File: src/shared/hbm_consts.svh
`ifndef HBM_CONSTS_SVH
`define HBM_CONSTS_SVH

`define CLK_PERIOD_NS      5
`define IDLE_GAP_NS        4000
`define IDLE_GAP_CYC       (`IDLE_GAP_NS / `CLK_PERIOD_NS)
`define WORDS_PER_ACQ      4
`define IRQ_LEVEL_DEFAULT  5
`define SYNC_TIMEOUT_CYC   2000

`define REG_CTRL           8'h00
`define REG_GAP            8'h04
`define REG_BURST          8'h08
`define REG_ADDR           8'h0c
`define REG_COUNT          8'h10
`define REG_BLOCK          8'h14
`define REG_VECTOR         8'h18
`define REG_STATUS         8'h1c
`define REG_MASK           8'h20
`define REG_DATA           8'h24

`define CTRL_START         0
`define CTRL_WRITE         1
`define CTRL_IE            2
`define CTRL_LVL_LO        4

`define ST_DONE            0
`define ST_ERR             1
`define ST_BUSY            4
`define ST_ERR_TMO         5
`define ST_ERR_PAR         6

`define BUS_OKAY           2'b00
`define BUS_SLVERR         2'b10

`endif

File: src/shared/hbm_pkg.sv
package hbm_pkg;
   typedef enum logic [2:0] {
      DS_IDLE = 3'b000,
      DS_REQ  = 3'b001,
      DS_XFER = 3'b010,
      DS_WAIT = 3'b011,
      DS_REL  = 3'b100,
      DS_GAP  = 3'b101
   } dma_state_t;

   typedef enum logic [1:0] {
      IS_IDLE = 2'b00,
      IS_REQ  = 2'b01,
      IS_VEC  = 2'b10
   } irq_state_t;

   typedef enum logic [1:0] {
      HS_IDLE = 2'b00,
      HS_ANS  = 2'b01,
      HS_DROP = 2'b10
   } host_state_t;
endpackage

File: src/shared/host_bus_if.sv
`timescale 1ns/1ps
`default_nettype none
interface host_bus_if;
   logic [4:0]  busReq;
   logic [4:0]  busGrant;
   logic        npReq;
   logic        npGrant;
   logic        selAck;
   logic        busBusy;
   logic        intrAck;
   logic [17:0] addr;
   logic [15:0] dataM;
   logic [15:0] dataS;
   logic [15:0] vector;
   logic        dirOut;
   logic        mSync;
   logic        sSync;
   logic        parErr;

   modport ctrl (output busReq, npReq, selAck, busBusy, addr, dataM, vector, dirOut, mSync,
                 input busGrant, npGrant, intrAck, dataS, sSync, parErr);
   modport proc (input busReq, npReq, selAck, busBusy, addr, dataM, vector, dirOut, mSync,
                 output busGrant, npGrant, intrAck, dataS, sSync, parErr);
endinterface
`default_nettype wire

File: src/hdl/disc_bus_master.sv
// Functional notes
// - Interrupt level from link setting, default five
// - Processor grants nearest requester on level
// - Request only when enabled and pending
// - Processor acknowledges only with no higher
// - Vector driven on vector lines after acknowledge
// - Arbitration may overlap ongoing data transfer
// - Four sixteen-bit words per acquisition default
// - Four microsecond idle gap between acquisitions
// - Burst length and gap are programmable
// - Non-processor request, then grant gives mastership
// - Host supplies block, count, address, direction
// - Release bus after complete or abort
// - Drive full eighteen-bit memory addresses
// - Master sync / slave sync handshake
// - Report parity and timeout errors
`timescale 1ns/1ps
`default_nettype none
`include "hbm_consts.svh"
module disc_bus_master
   import hbm_pkg::*;
#(
   parameter int GAP_CYC   = `IDLE_GAP_CYC,
   parameter int TMO_CYC   = `SYNC_TIMEOUT_CYC,
   parameter logic [2:0] LEVEL = 3'(`IRQ_LEVEL_DEFAULT)
) (
   input  wire logic        clk,
   input  wire logic        rst_n,
   input  wire logic [2:0]  levelLink,
   input  wire logic [31:0] s_axi_awaddr,
   input  wire logic        s_axi_awvalid,
   output logic             s_axi_awready,
   input  wire logic [31:0] s_axi_wdata,
   input  wire logic [3:0]  s_axi_wstrb,
   input  wire logic        s_axi_wvalid,
   output logic             s_axi_wready,
   output logic [1:0]       s_axi_bresp,
   output logic             s_axi_bvalid,
   input  wire logic        s_axi_bready,
   input  wire logic [31:0] s_axi_araddr,
   input  wire logic        s_axi_arvalid,
   output logic             s_axi_arready,
   output logic [31:0]      s_axi_rdata,
   output logic [1:0]       s_axi_rresp,
   output logic             s_axi_rvalid,
   input  wire logic        s_axi_rready,
   output logic             irq,
   host_bus_if.ctrl         hb
);
   typedef struct packed {
      logic        awr;
      logic        wr;
      logic [31:0] awa;
      logic [31:0] wd;
      logic [1:0]  bresp;
      logic        bvalid;
      logic        arready;
      logic [31:0] rdata;
      logic [1:0]  rresp;
      logic        rvalid;
      logic        write;
      logic        ie;
      logic [2:0]  lvl;
      logic        start;
      logic [31:0] gap;
      logic [7:0]  burst;
      logic [17:0] addr;
      logic [15:0] count;
      logic [31:0] block;
      logic [15:0] vector;
      logic [15:0] data;
      logic [6:0]  status;
      logic [6:0]  mask;
      logic        irq;
      dma_state_t  ds;
      irq_state_t  is;
      logic [7:0]  wcnt;
      logic [31:0] tmr;
      logic [4:0]  busReq;
      logic        npReq;
      logic        selAck;
      logic        busBusy;
      logic        mSync;
      logic        dirOut;
      logic [15:0] dataM;
      logic [15:0] vecOut;
   } state_t;

   state_t st_r;
   state_t st_nxt;

   always_comb begin
      logic [7:0] wa;
      logic [7:0] ra;
      logic       pend;
      wa = 8'h00;
      ra = 8'h00;
      pend = 1'b0;
      st_nxt = st_r;
      st_nxt.start = 1'b0;
      // AXI write: take address and data in either order
      if (s_axi_awvalid && st_r.awr) begin
         st_nxt.awr = 1'b0;
         st_nxt.awa = s_axi_awaddr;
      end
      if (s_axi_wvalid && st_r.wr) begin
         st_nxt.wr = 1'b0;
         st_nxt.wd = s_axi_wdata;
      end
      if (!st_r.awr && !st_r.wr && !st_r.bvalid) begin
         wa = st_r.awa[7:0];
         st_nxt.bvalid = 1'b1;
         st_nxt.bresp = `BUS_OKAY;
         case (wa)
            `REG_CTRL: begin
               st_nxt.start = st_r.wd[`CTRL_START];
               st_nxt.write = st_r.wd[`CTRL_WRITE];
               st_nxt.ie = st_r.wd[`CTRL_IE];
            end
            `REG_GAP:    st_nxt.gap = st_r.wd;
            `REG_BURST:  st_nxt.burst = st_r.wd[7:0];
            `REG_ADDR:   st_nxt.addr = st_r.wd[17:0];
            `REG_COUNT:  st_nxt.count = st_r.wd[15:0];
            `REG_BLOCK:  st_nxt.block = st_r.wd;
            `REG_VECTOR: st_nxt.vector = st_r.wd[15:0];
            `REG_MASK:   st_nxt.mask = st_r.wd[6:0];
            `REG_DATA:   st_nxt.data = st_r.wd[15:0];
            `REG_STATUS: st_nxt.bresp = `BUS_OKAY;
            default:     st_nxt.bresp = `BUS_SLVERR;
         endcase
      end
      if (st_r.bvalid && s_axi_bready) begin
         st_nxt.bvalid = 1'b0;
         st_nxt.awr = 1'b1;
         st_nxt.wr = 1'b1;
      end
      // AXI read; status cleared by read
      if (st_r.rvalid && s_axi_rready) begin
         st_nxt.rvalid = 1'b0;
         st_nxt.arready = 1'b1;
      end
      if (s_axi_arvalid && st_r.arready) begin
         ra = s_axi_araddr[7:0];
         st_nxt.arready = 1'b0;
         st_nxt.rvalid = 1'b1;
         st_nxt.rresp = `BUS_OKAY;
         st_nxt.rdata = 32'h0;
         case (ra)
            `REG_CTRL:   st_nxt.rdata = {25'h0, st_r.lvl, 1'b0, st_r.ie, st_r.write, 1'b0};
            `REG_GAP:    st_nxt.rdata = st_r.gap;
            `REG_BURST:  st_nxt.rdata = {24'h0, st_r.burst};
            `REG_ADDR:   st_nxt.rdata = {14'h0, st_r.addr};
            `REG_COUNT:  st_nxt.rdata = {16'h0, st_r.count};
            `REG_BLOCK:  st_nxt.rdata = st_r.block;
            `REG_VECTOR: st_nxt.rdata = {16'h0, st_r.vector};
            `REG_MASK:   st_nxt.rdata = {25'h0, st_r.mask};
            `REG_DATA:   st_nxt.rdata = {16'h0, st_r.data};
            `REG_STATUS: begin
               st_nxt.rdata = {25'h0, st_r.status};
               st_nxt.status = st_r.status & 7'h10;
            end
            default:     st_nxt.rresp = `BUS_SLVERR;
         endcase
      end
      st_nxt.status[`ST_BUSY] = (st_r.ds != DS_IDLE);
      st_nxt.lvl = levelLink;
      // DMA sequencer
      case (st_r.ds)
         DS_IDLE: begin
            if (st_r.start && st_r.count != 16'h0) begin
               st_nxt.npReq = 1'b1;
               st_nxt.ds = DS_REQ;
            end
         end
         DS_REQ: begin
            // Wait for previous master to drop busy
            if (hb.npGrant && !st_r.busBusy) begin
               st_nxt.selAck = 1'b1;
               st_nxt.npReq = 1'b0;
               st_nxt.busBusy = 1'b1;
               st_nxt.wcnt = st_r.burst;
               st_nxt.ds = DS_XFER;
            end
         end
         DS_XFER: begin
            st_nxt.selAck = 1'b0;
            st_nxt.mSync = 1'b1;
            st_nxt.dirOut = st_r.write;
            st_nxt.dataM = st_r.data;
            st_nxt.tmr = 32'h0;
            st_nxt.ds = DS_WAIT;
         end
         DS_WAIT: begin
            st_nxt.tmr = st_r.tmr + 32'h1;
            if (hb.sSync) begin
               st_nxt.mSync = 1'b0;
               if (!st_r.write) st_nxt.data = hb.dataS;
               if (hb.parErr) begin
                  st_nxt.status[`ST_ERR_PAR] = 1'b1;
                  st_nxt.status[`ST_ERR] = 1'b1;
                  st_nxt.count = 16'h0;
               end else begin
                  st_nxt.addr = st_r.addr + 18'h2;
                  st_nxt.count = (st_r.count > 16'h2) ? st_r.count - 16'h2 : 16'h0;
               end
               st_nxt.wcnt = st_r.wcnt - 8'h1;
               st_nxt.ds = DS_REL;
            end else if (st_r.tmr >= 32'(TMO_CYC)) begin
               st_nxt.mSync = 1'b0;
               st_nxt.status[`ST_ERR_TMO] = 1'b1;
               st_nxt.status[`ST_ERR] = 1'b1;
               st_nxt.count = 16'h0;
               st_nxt.ds = DS_REL;
            end
         end
         DS_REL: begin
            if (!hb.sSync) begin
               if (st_r.count != 16'h0 && st_r.wcnt != 8'h0) begin
                  st_nxt.ds = DS_XFER;
               end else begin
                  st_nxt.busBusy = 1'b0;
                  st_nxt.tmr = st_r.gap;
                  if (st_r.count == 16'h0) begin
                     st_nxt.status[`ST_DONE] = 1'b1;
                     st_nxt.ds = DS_IDLE;
                  end else begin
                     st_nxt.ds = DS_GAP;
                  end
               end
            end
         end
         DS_GAP: begin
            if (st_r.tmr == 32'h0) begin
               st_nxt.npReq = 1'b1;
               st_nxt.ds = DS_REQ;
            end else begin
               st_nxt.tmr = st_r.tmr - 32'h1;
            end
         end
         default: st_nxt.ds = DS_IDLE;
      endcase
      // Interrupt request when enabled and pending
      pend = st_r.ie && (st_r.status[`ST_DONE] || st_r.status[`ST_ERR]);
      case (st_r.is)
         IS_IDLE: begin
            st_nxt.busReq = 5'h0;
            if (pend && st_r.lvl >= 3'd4) begin
               st_nxt.busReq = 5'(5'h1 << (st_r.lvl - 3'd3));
               st_nxt.is = IS_REQ;
            end
         end
         IS_REQ: begin
            st_nxt.busReq = (st_r.lvl >= 3'd4) ? 5'(5'h1 << (st_r.lvl - 3'd3)) : 5'h0;
            if (!pend) begin
               st_nxt.busReq = 5'h0;
               st_nxt.is = IS_IDLE;
            end else if (hb.intrAck) begin
               st_nxt.busReq = 5'h0;
               st_nxt.vecOut = st_r.vector;
               st_nxt.is = IS_VEC;
            end
         end
         IS_VEC: begin
            if (!hb.intrAck) begin
               st_nxt.vecOut = 16'h0;
               st_nxt.ie = 1'b0;
               st_nxt.is = IS_IDLE;
            end
         end
         default: st_nxt.is = IS_IDLE;
      endcase
      st_nxt.irq = |(st_r.status & st_r.mask & 7'h63);
   end

   always_ff @(posedge clk or negedge rst_n) begin
      if (!rst_n) begin
         st_r <= '0;
         st_r.awr <= 1'b1;
         st_r.wr <= 1'b1;
         st_r.arready <= 1'b1;
         st_r.gap <= 32'(GAP_CYC);
         st_r.burst <= 8'(`WORDS_PER_ACQ);
         st_r.lvl <= LEVEL;
      end else begin
         st_r <= st_nxt;
      end
   end

   assign s_axi_awready = st_r.awr;
   assign s_axi_wready = st_r.wr;
   assign s_axi_bresp = st_r.bresp;
   assign s_axi_bvalid = st_r.bvalid;
   assign s_axi_arready = st_r.arready;
   assign s_axi_rdata = st_r.rdata;
   assign s_axi_rresp = st_r.rresp;
   assign s_axi_rvalid = st_r.rvalid;
   assign irq = st_r.irq;
   assign hb.busReq = st_r.busReq;
   assign hb.npReq = st_r.npReq;
   assign hb.selAck = st_r.selAck;
   assign hb.busBusy = st_r.busBusy;
   assign hb.addr = st_r.addr;
   assign hb.dataM = st_r.dataM;
   assign hb.vector = st_r.vecOut;
   assign hb.dirOut = st_r.dirOut;
   assign hb.mSync = st_r.mSync;
endmodule
`default_nettype wire

File: src/flat_wrapper.sv
// flat-port wrapper written by rule: the top's interface ports become plain ports
module disc_bus_master_flat import hbm_pkg::*;
#(
   parameter int GAP_CYC   = `IDLE_GAP_CYC,
   parameter int TMO_CYC   = `SYNC_TIMEOUT_CYC,
   parameter logic [2:0] LEVEL = 3'(`IRQ_LEVEL_DEFAULT)
)
  (clk, rst_n, levelLink, s_axi_awaddr, s_axi_awvalid, s_axi_awready, s_axi_wdata, s_axi_wstrb, s_axi_wvalid, s_axi_wready, s_axi_bresp, s_axi_bvalid, s_axi_bready, s_axi_araddr, s_axi_arvalid, s_axi_arready, s_axi_rdata, s_axi_rresp, s_axi_rvalid, s_axi_rready, irq, hb_busReq, hb_npReq, hb_selAck, hb_busBusy, hb_addr, hb_dataM, hb_vector, hb_dirOut, hb_mSync, hb_busGrant, hb_npGrant, hb_intrAck, hb_dataS, hb_sSync, hb_parErr);
  host_bus_if hb_i ();
  input  wire logic clk;
  input  wire logic rst_n;
  input  wire logic [2:0] levelLink;
  input  wire logic [31:0] s_axi_awaddr;
  input  wire logic s_axi_awvalid;
  output logic s_axi_awready;
  input  wire logic [31:0] s_axi_wdata;
  input  wire logic [3:0] s_axi_wstrb;
  input  wire logic s_axi_wvalid;
  output logic s_axi_wready;
  output logic [1:0] s_axi_bresp;
  output logic s_axi_bvalid;
  input  wire logic s_axi_bready;
  input  wire logic [31:0] s_axi_araddr;
  input  wire logic s_axi_arvalid;
  output logic s_axi_arready;
  output logic [31:0] s_axi_rdata;
  output logic [1:0] s_axi_rresp;
  output logic s_axi_rvalid;
  input  wire logic s_axi_rready;
  output logic irq;
  output wire logic [$bits(hb_i.busReq)-1:0] hb_busReq;
  output wire logic [$bits(hb_i.npReq)-1:0] hb_npReq;
  output wire logic [$bits(hb_i.selAck)-1:0] hb_selAck;
  output wire logic [$bits(hb_i.busBusy)-1:0] hb_busBusy;
  output wire logic [$bits(hb_i.addr)-1:0] hb_addr;
  output wire logic [$bits(hb_i.dataM)-1:0] hb_dataM;
  output wire logic [$bits(hb_i.vector)-1:0] hb_vector;
  output wire logic [$bits(hb_i.dirOut)-1:0] hb_dirOut;
  output wire logic [$bits(hb_i.mSync)-1:0] hb_mSync;
  input wire logic [$bits(hb_i.busGrant)-1:0] hb_busGrant;
  input wire logic [$bits(hb_i.npGrant)-1:0] hb_npGrant;
  input wire logic [$bits(hb_i.intrAck)-1:0] hb_intrAck;
  input wire logic [$bits(hb_i.dataS)-1:0] hb_dataS;
  input wire logic [$bits(hb_i.sSync)-1:0] hb_sSync;
  input wire logic [$bits(hb_i.parErr)-1:0] hb_parErr;
  assign hb_busReq = hb_i.busReq;
  assign hb_npReq = hb_i.npReq;
  assign hb_selAck = hb_i.selAck;
  assign hb_busBusy = hb_i.busBusy;
  assign hb_addr = hb_i.addr;
  assign hb_dataM = hb_i.dataM;
  assign hb_vector = hb_i.vector;
  assign hb_dirOut = hb_i.dirOut;
  assign hb_mSync = hb_i.mSync;
  assign hb_i.busGrant = hb_busGrant;
  assign hb_i.npGrant = hb_npGrant;
  assign hb_i.intrAck = hb_intrAck;
  assign hb_i.dataS = hb_dataS;
  assign hb_i.sSync = hb_sSync;
  assign hb_i.parErr = hb_parErr;
  disc_bus_master #(.GAP_CYC(GAP_CYC), .TMO_CYC(TMO_CYC), .LEVEL(LEVEL)) u_core (.clk(clk), .rst_n(rst_n), .levelLink(levelLink), .s_axi_awaddr(s_axi_awaddr), .s_axi_awvalid(s_axi_awvalid), .s_axi_awready(s_axi_awready), .s_axi_wdata(s_axi_wdata), .s_axi_wstrb(s_axi_wstrb), .s_axi_wvalid(s_axi_wvalid), .s_axi_wready(s_axi_wready), .s_axi_bresp(s_axi_bresp), .s_axi_bvalid(s_axi_bvalid), .s_axi_bready(s_axi_bready), .s_axi_araddr(s_axi_araddr), .s_axi_arvalid(s_axi_arvalid), .s_axi_arready(s_axi_arready), .s_axi_rdata(s_axi_rdata), .s_axi_rresp(s_axi_rresp), .s_axi_rvalid(s_axi_rvalid), .s_axi_rready(s_axi_rready), .irq(irq), .hb(hb_i));
endmodule
File: config.mk
export PLATFORM = sky130hd
export DESIGN_NAME = disc_bus_master_flat
export DESIGN_NICKNAME = d
export VERILOG_FILES = /design/src/shared/hbm_pkg.sv /design/src/shared/host_bus_if.sv /design/src/hdl/disc_bus_master.sv /design/src/flat_wrapper.sv
export VERILOG_INCLUDE_DIRS = /design/src /design/src/shared
export SDC_FILE = /design/constraint.sdc
export NUM_CORES = 1
export LEC_CHECK = 0
export ABC_CLOCK_PERIOD_IN_PS = 5300
export BUFFER_PORTS_ARGS = -buffer_cell sky130_fd_sc_hd__buf_2
export CORE_MARGIN = 1
export CORE_UTILIZATION = 57
export CTS_BUF_LIST = sky130_fd_sc_hd__clkbuf_4
export DETAILED_ROUTE_END_ITERATION = 10
export PLACE_DENSITY = 0.79
export SYNTH_ARGS = -nofsm -noshare
export SYNTH_HDL_FRONTEND = slang
export SYNTH_SLANG_ARGS = --single-unit
File: constraint.sdc
create_clock -name clk -period 5.3 [get_ports clk]
set_clock_uncertainty 0.2 [all_clocks]
set_input_delay 0.795 -clock clk [delete_from_list [all_inputs] [get_ports clk]]
set_output_delay 0.795 -clock clk [all_outputs]
set_load 0.01 [all_outputs]
## Yosys cells after proc, flatten, opt, wreduce, memory -nomap -nowiden

Cells that the tools add are included.

| operators by class | value |
|---|---|
| equality and inequality tests | 38 |
| add/sub/neg operators | 6 |
| reductions and logical operators | 56 |
| bitwise gates (word level) | 1 |
| shifts and indexed selects | 1 |
| mux-type cells | 88 |
| magnitude comparators | 3 |

Operators by type and width:

| operator | number |
|---|---|
| one-hot mux 32 bit (10 select lines) | 1 |
| 2-to-1 mux 16 bit | 11 |
| 2-to-1 mux 32 bit | 5 |
| 2-to-1 mux 139 bit | 1 |
| one-hot mux 32 bit (4 select lines) | 1 |
| 2-to-1 mux 18 bit | 4 |
| equality test 8 x 5 -> 1 bit (second input constant) | 8 |
| 2-to-1 mux 36 bit | 1 |
| 2-to-1 mux 34 bit | 1 |
| adder 32 x 1 -> 32 bit (second input constant) | 1 |
| equality test 8 x 4 -> 1 bit (second input constant) | 4 |
| equality test 8 x 6 -> 1 bit (second input constant) | 4 |
| >= comparator 32 x 11 -> 1 bit (second input constant) | 1 |
| logical NOT 32 bit | 1 |
| one-hot mux 16 bit (2 select lines) | 1 |
| subtractor 32 x 1 -> 32 bit (second input constant) | 1 |
| 2-to-1 mux 1 bit | 28 |
| 2-to-1 mux 3 bit | 9 |
| 2-to-1 mux 8 bit | 3 |
| 2-to-1 mux 5 bit | 4 |
| nonzero test 2 bit | 10 |
| OR reduction 10 bit | 2 |
| adder 18 x 2 -> 18 bit (second input constant) | 1 |
| one-hot mux 3 bit (6 select lines) | 1 |
| other kinds (41) | 89 |

| storage, ports and cells | value |
|---|---|
| input bits | 135 |
| register bits after elaboration | 325 |
| output and inout port bits | 102 |
| word-level logic and storage cells | 229 |

## Depth between registers and ports, before layout

| depth | value |
|---|---|
| depth in word-level cells | 7 |
| depth in mapped cells | 18 |
| depth with buffers taken out | 10 |

## Worst setup path before layout

OpenSTA, ideal clock, no wires.

| timing | value |
|---|---|
| kind | flip-flop to flip-flop |
| start point | reg u_core.st_r[84] (netlist bit) |
| end point | reg u_core.st_r[66] (netlist bit) |
| arrival | 4298 ps |
| slack | 655 ps |
| setup time | 146 ps |
| required time | 4954 ps |
| period minus slack after synthesis | 4645 ps |
| cell stages (with the launch flop) | 17 |
| buffers on the path | 7 |
| cells stage by stage | dfrtp_1 > buf_2 > nand3b_1 > buf_2 > buf_1 > buf_1 > buf_2 > buf_1 > clkbuf_1 > xnor2_1 > ha_1 > or4_1 > a2111oi_2 > a21oi_1 > a21o_1 > o311ai_0 > o311ai_1 |

| on the way | value |
|---|---|
| cells in the longest elaborated chain, start to end | 3 |
| elaborated cells between the ends (all ways) | 10 |
| classes of those cells | eq/ne (7); mux (1); reduce/logical (2) |

Ends and longest elaborated chain:

| item | RTL line | RTL |
|---|---|---|
| from (decl) | disc_bus_master.sv:89 | `state_t st_r;` |
| from (signal assigned) | disc_bus_master.sv:285 | `st_r <= st_nxt;` |
| equality test 3 bit or equality test 3 x 2 -> 1 bit (tied branches) | disc_bus_master.sv:168 | `case (st_r.ds)` |
| != test 2 bit (no source line) or nonzero test 4 bit (tied branches) | - |  |
| AND reduction 4 bit (no source line) | - |  |

Several ways; a longest one is shown, not always the timed one.
A chain may end at the register's enable or synchronous reset.

## Worst setup path in the final report

| timing | value |
|---|---|
| start point | reg u_core.st_r[84] (netlist bit) |
| end point | reg u_core.st_r[72] (netlist bit) |

The elaborated chain is that of the path after synthesis.

==> flow_summary.yaml <==
critical_path:
  rrSetupSlack_ps: 1310
  startpoint_type: "register"
  reg2reg_depth: 10
  path_max_fanout: 19
  crit_type: "reg -> reg"
  crit_path_end_kind: "register"
  timing.rr.start: "u_core.st_r[84]"
  r2r_end: "u_core.st_r[72]"
  required_ps: 5690
  cp_data_arrival_time_ps: 4370
floorplanning:
  io_pins: 237
  die_width_um: 174
  die_h_um: 174
  row_count: 62
  coreArea_um2: 29000
  start_util: 0.584
  design.die.area_um2: 30400
timing:
  period_minus_slack_ps: 3990
  finalCritPeriodShare: 0.753
  setup_viol: 0
  setup_tns_ps: 0
  fmax_ghz: 0.251
  rsz0062_at_grt: "no"
  tightest_slew_ps: 1170
  maxSlewViolCount: 0
  max-slew-margin-rel: 0.219
  hold_viol_final: 0
clock_network:
  cts_resized: 0
  h-tree-depth: 3
  clock_latency_ps: 770
  cts.clk_slew.worst_paths_ps: 70
  clk_path_buf_depth: 3
  root_buffer: "clkbuf_4"
  holdBufCountCts: 6
  cts_tree: "built"
  cts_buffers: 84
  clock-sinks: 323
  post_cts_buffers: 0
final_layout:
  area_delta_synth_final_pct: 9.57
  ff_latch_area_um2: 8090
  fillers: 2376
  multi_input_comb_area_um2: 7660
  drive_gt1_frac: 0.286
  nNetsFinal: 1943
synthesis:
  synth.avg_cell_area_um2: 9.91
  synth_top_area_frac: 0.463
  synthArstFlopShare: 1.00
  ys.flop_type: "dfrtp_1"
  synth_top_area_cell: "dfrtp_1"
  ys_warn_count: 0
  synth_edf_count: 0
  synth.yosys.seq_area_share: 0.477
  synthCells: 1712
  netlist_area_um2: 17000
  ys_types: 82
  ys_seq_elements: 323
  netlist_top_cells_area: "dfrtp_1 46%, mux2_2 10%, buf_4 4.1%"
job:
  drv_cap: 0
drt:
  wl_mm: 47.2
  via_per_inst: 6.39
  dr.first_iter.drc_count: 1463
  drtAntennaViolNets: 0
  drt-pass1-iter-count: 6
  drc_errors: 0
  num_vias: 14400
  wl_per_cell_um: 21.0
hold_path:
  hp-start: "s_axi_bready"
  hp-class: "in -> reg"
  whs_endpoint: "u_core.s_axi_bvalid"
  whs_path_depth: 2
global_route:
  grt_overflow: 0
  antenna_found_initial: 2
  grt_pass1_vias: 14200
  track_usage: 0.314
  grt_max_degree: 97
  grt_pass1_wl_mm: 76.1
power:
  powerDensity_nw_per_um2: 519
  total_power_uw: 9650
  leakagePower_uw: 0.00840
  ir_drop_mv: 0.345
placed_design:
  port_buffers: 177
  gp_congestion: 0.945
  dp_hpwl_mm: 31.6
status:
  outcome: "completed"
worst max-delay path: stages (launching register included):
cell and delay [ps]:
dfrtp_1 660, nand3b_1 230, xnor2_1 190, ha_1 280, nor4_1 540, a31oi_1 230, o221ai_1 410, a2111oi_0 220
a311oi_1 510, mux2i_1 150, a32o_1 270
Yosys cell counts, types with 6 or more instances:
master / count
nand2_1: 160
o21ai_0: 120
and2_1: 7
nand2b_1: 14
dfrtp_1: 314
or3_1: 13
and3_1: 13
nand3b_1: 7
nor4_1: 26
a221o_1: 13
nor2b_1: 7
a211oi_1: 9
a221oi_1: 29
buf_4: 92
a31oi_1: 21
nor3b_1: 8
mux2i_1: 32
a32o_1: 6
a21oi_1: 73
nand4_1: 20
a21o_1: 8
dfstp_2: 9
a22oi_1: 49
a22o_1: 12
nor2_1: 145
ha_1: 6
buf_1: 10
or4_1: 12
nand3_1: 35
or2_2: 8
o22ai_1: 9
clkbuf_1: 96
nor3_1: 39
inv_1: 24
o211ai_1: 8
mux2_2: 153
buf_2: 9
power by group:
part           internal, uW  total, uW  leakage, uW  switching (uW)
registers              3230       4270      0.00415            1040
clock network          1080       2170     0.000635            1090
logic                  1370       3210      0.00362            1840
total                  5680       9650      0.00840            3970
metrics by stage:
step	worst slack (ps)	util	hold WS, ps	instance area, um^2	cells
3_3_place_gp	1530	0.601	257	17500	2094
6_report	1310	0.640	50.9	18600	2250
5_1_grt	1090	0.640	40.4	18600	2250
2_1_floorplan	655	-	251	17000	1713
3_5_place_dp	1430	0.601	261	17500	2094
4_1_cts	1400	0.640	13.1	18600	2248
sequential cells by signal, indices dropped and copies added, names as in the netlist:
name / cells
u_core.irq: 1
u_core.s_axi_bvalid: 1
u_core.s_axi_wready: 1
u_core.s_axi_rdata: 32
u_core.s_axi_arready: 1
u_core.s_axi_awready: 1
u_core.hb.busReq: 5
u_core.hb.mSync: 1
u_core.hb.vector: 16
u_core.hb.selAck: 1
u_core.s_axi_bresp: 1
u_core.hb.npReq: 1
u_core.hb.dataM: 16
u_core.st_r: 223
u_core.s_axi_rresp: 1
u_core.hb.addr: 18
u_core.hb.busBusy: 1
u_core.s_axi_rvalid: 1
u_core.hb.dirOut: 1
final cells by class:
type	count	area share
inverter	25	0.00505
tap	384	0.0259
clock buffer	122	0.0493
multi-input combinational	1157	0.412
sequential	323	0.436
timing repair buffer	211	0.0634
antenna	2	0.000269
clock inverter	26	0.00801
placed cells by master, fill, tap and decap left out, types with 20 or more instances in the layout:
cell,n
buf_2,176
a21oi_1,73
nand4_1,20
inv_1,24
mux2i_1,32
mux2_2,153
nor4_1,26
o21ai_0,119
a221oi_1,29
nor3_1,38
nand3_1,35
a31oi_1,21
dfrtp_1,314
clkbuf_4,122
nor2_1,138
nand2_1,160
a22oi_1,49
buf_4,27
layer usage:
metal | up-vias | part of all wire | track usage
met2 | 739 | 0.47 | 0.494
li1 | 6457 | - | -
met5 | - | 0 | 0
met4 | 0 | 0.033 | 0.134
met1 | 7048 | 0.41 | 0.421
met3 | 128 | 0.088 | 0.0658
how the worst max path moves through the flow:
stage / to / depth (start not counted) / slack (ps) / startpoint
final: u_core.st_r[72] / 10 / 1310 / u_core.st_r[84]
after global placement: u_core.st_r[72] / 10 / 1530 / u_core.st_r[84]
after global routing: u_core.st_r[72] / 10 / 1090 / u_core.st_r[84]
after floorplan: u_core.st_r[66] / 16 / 660 / u_core.st_r[84]
after CTS: u_core.st_r[72] / 10 / 1400 / u_core.st_r[84]
after detailed placement: u_core.st_r[72] / 10 / 1430 / u_core.st_r[84]
cell families after synthesis:
logic type	share of synthesized area
buf+inv	0.0730
fa+ha+maj	0.00443
other cells	0.000221
xor+xnor	0.000517
simple gates	0.150
compound gates	0.174
mux	0.120
flops	0.477
No activity file was read; power rests on OpenSTA's default activity.
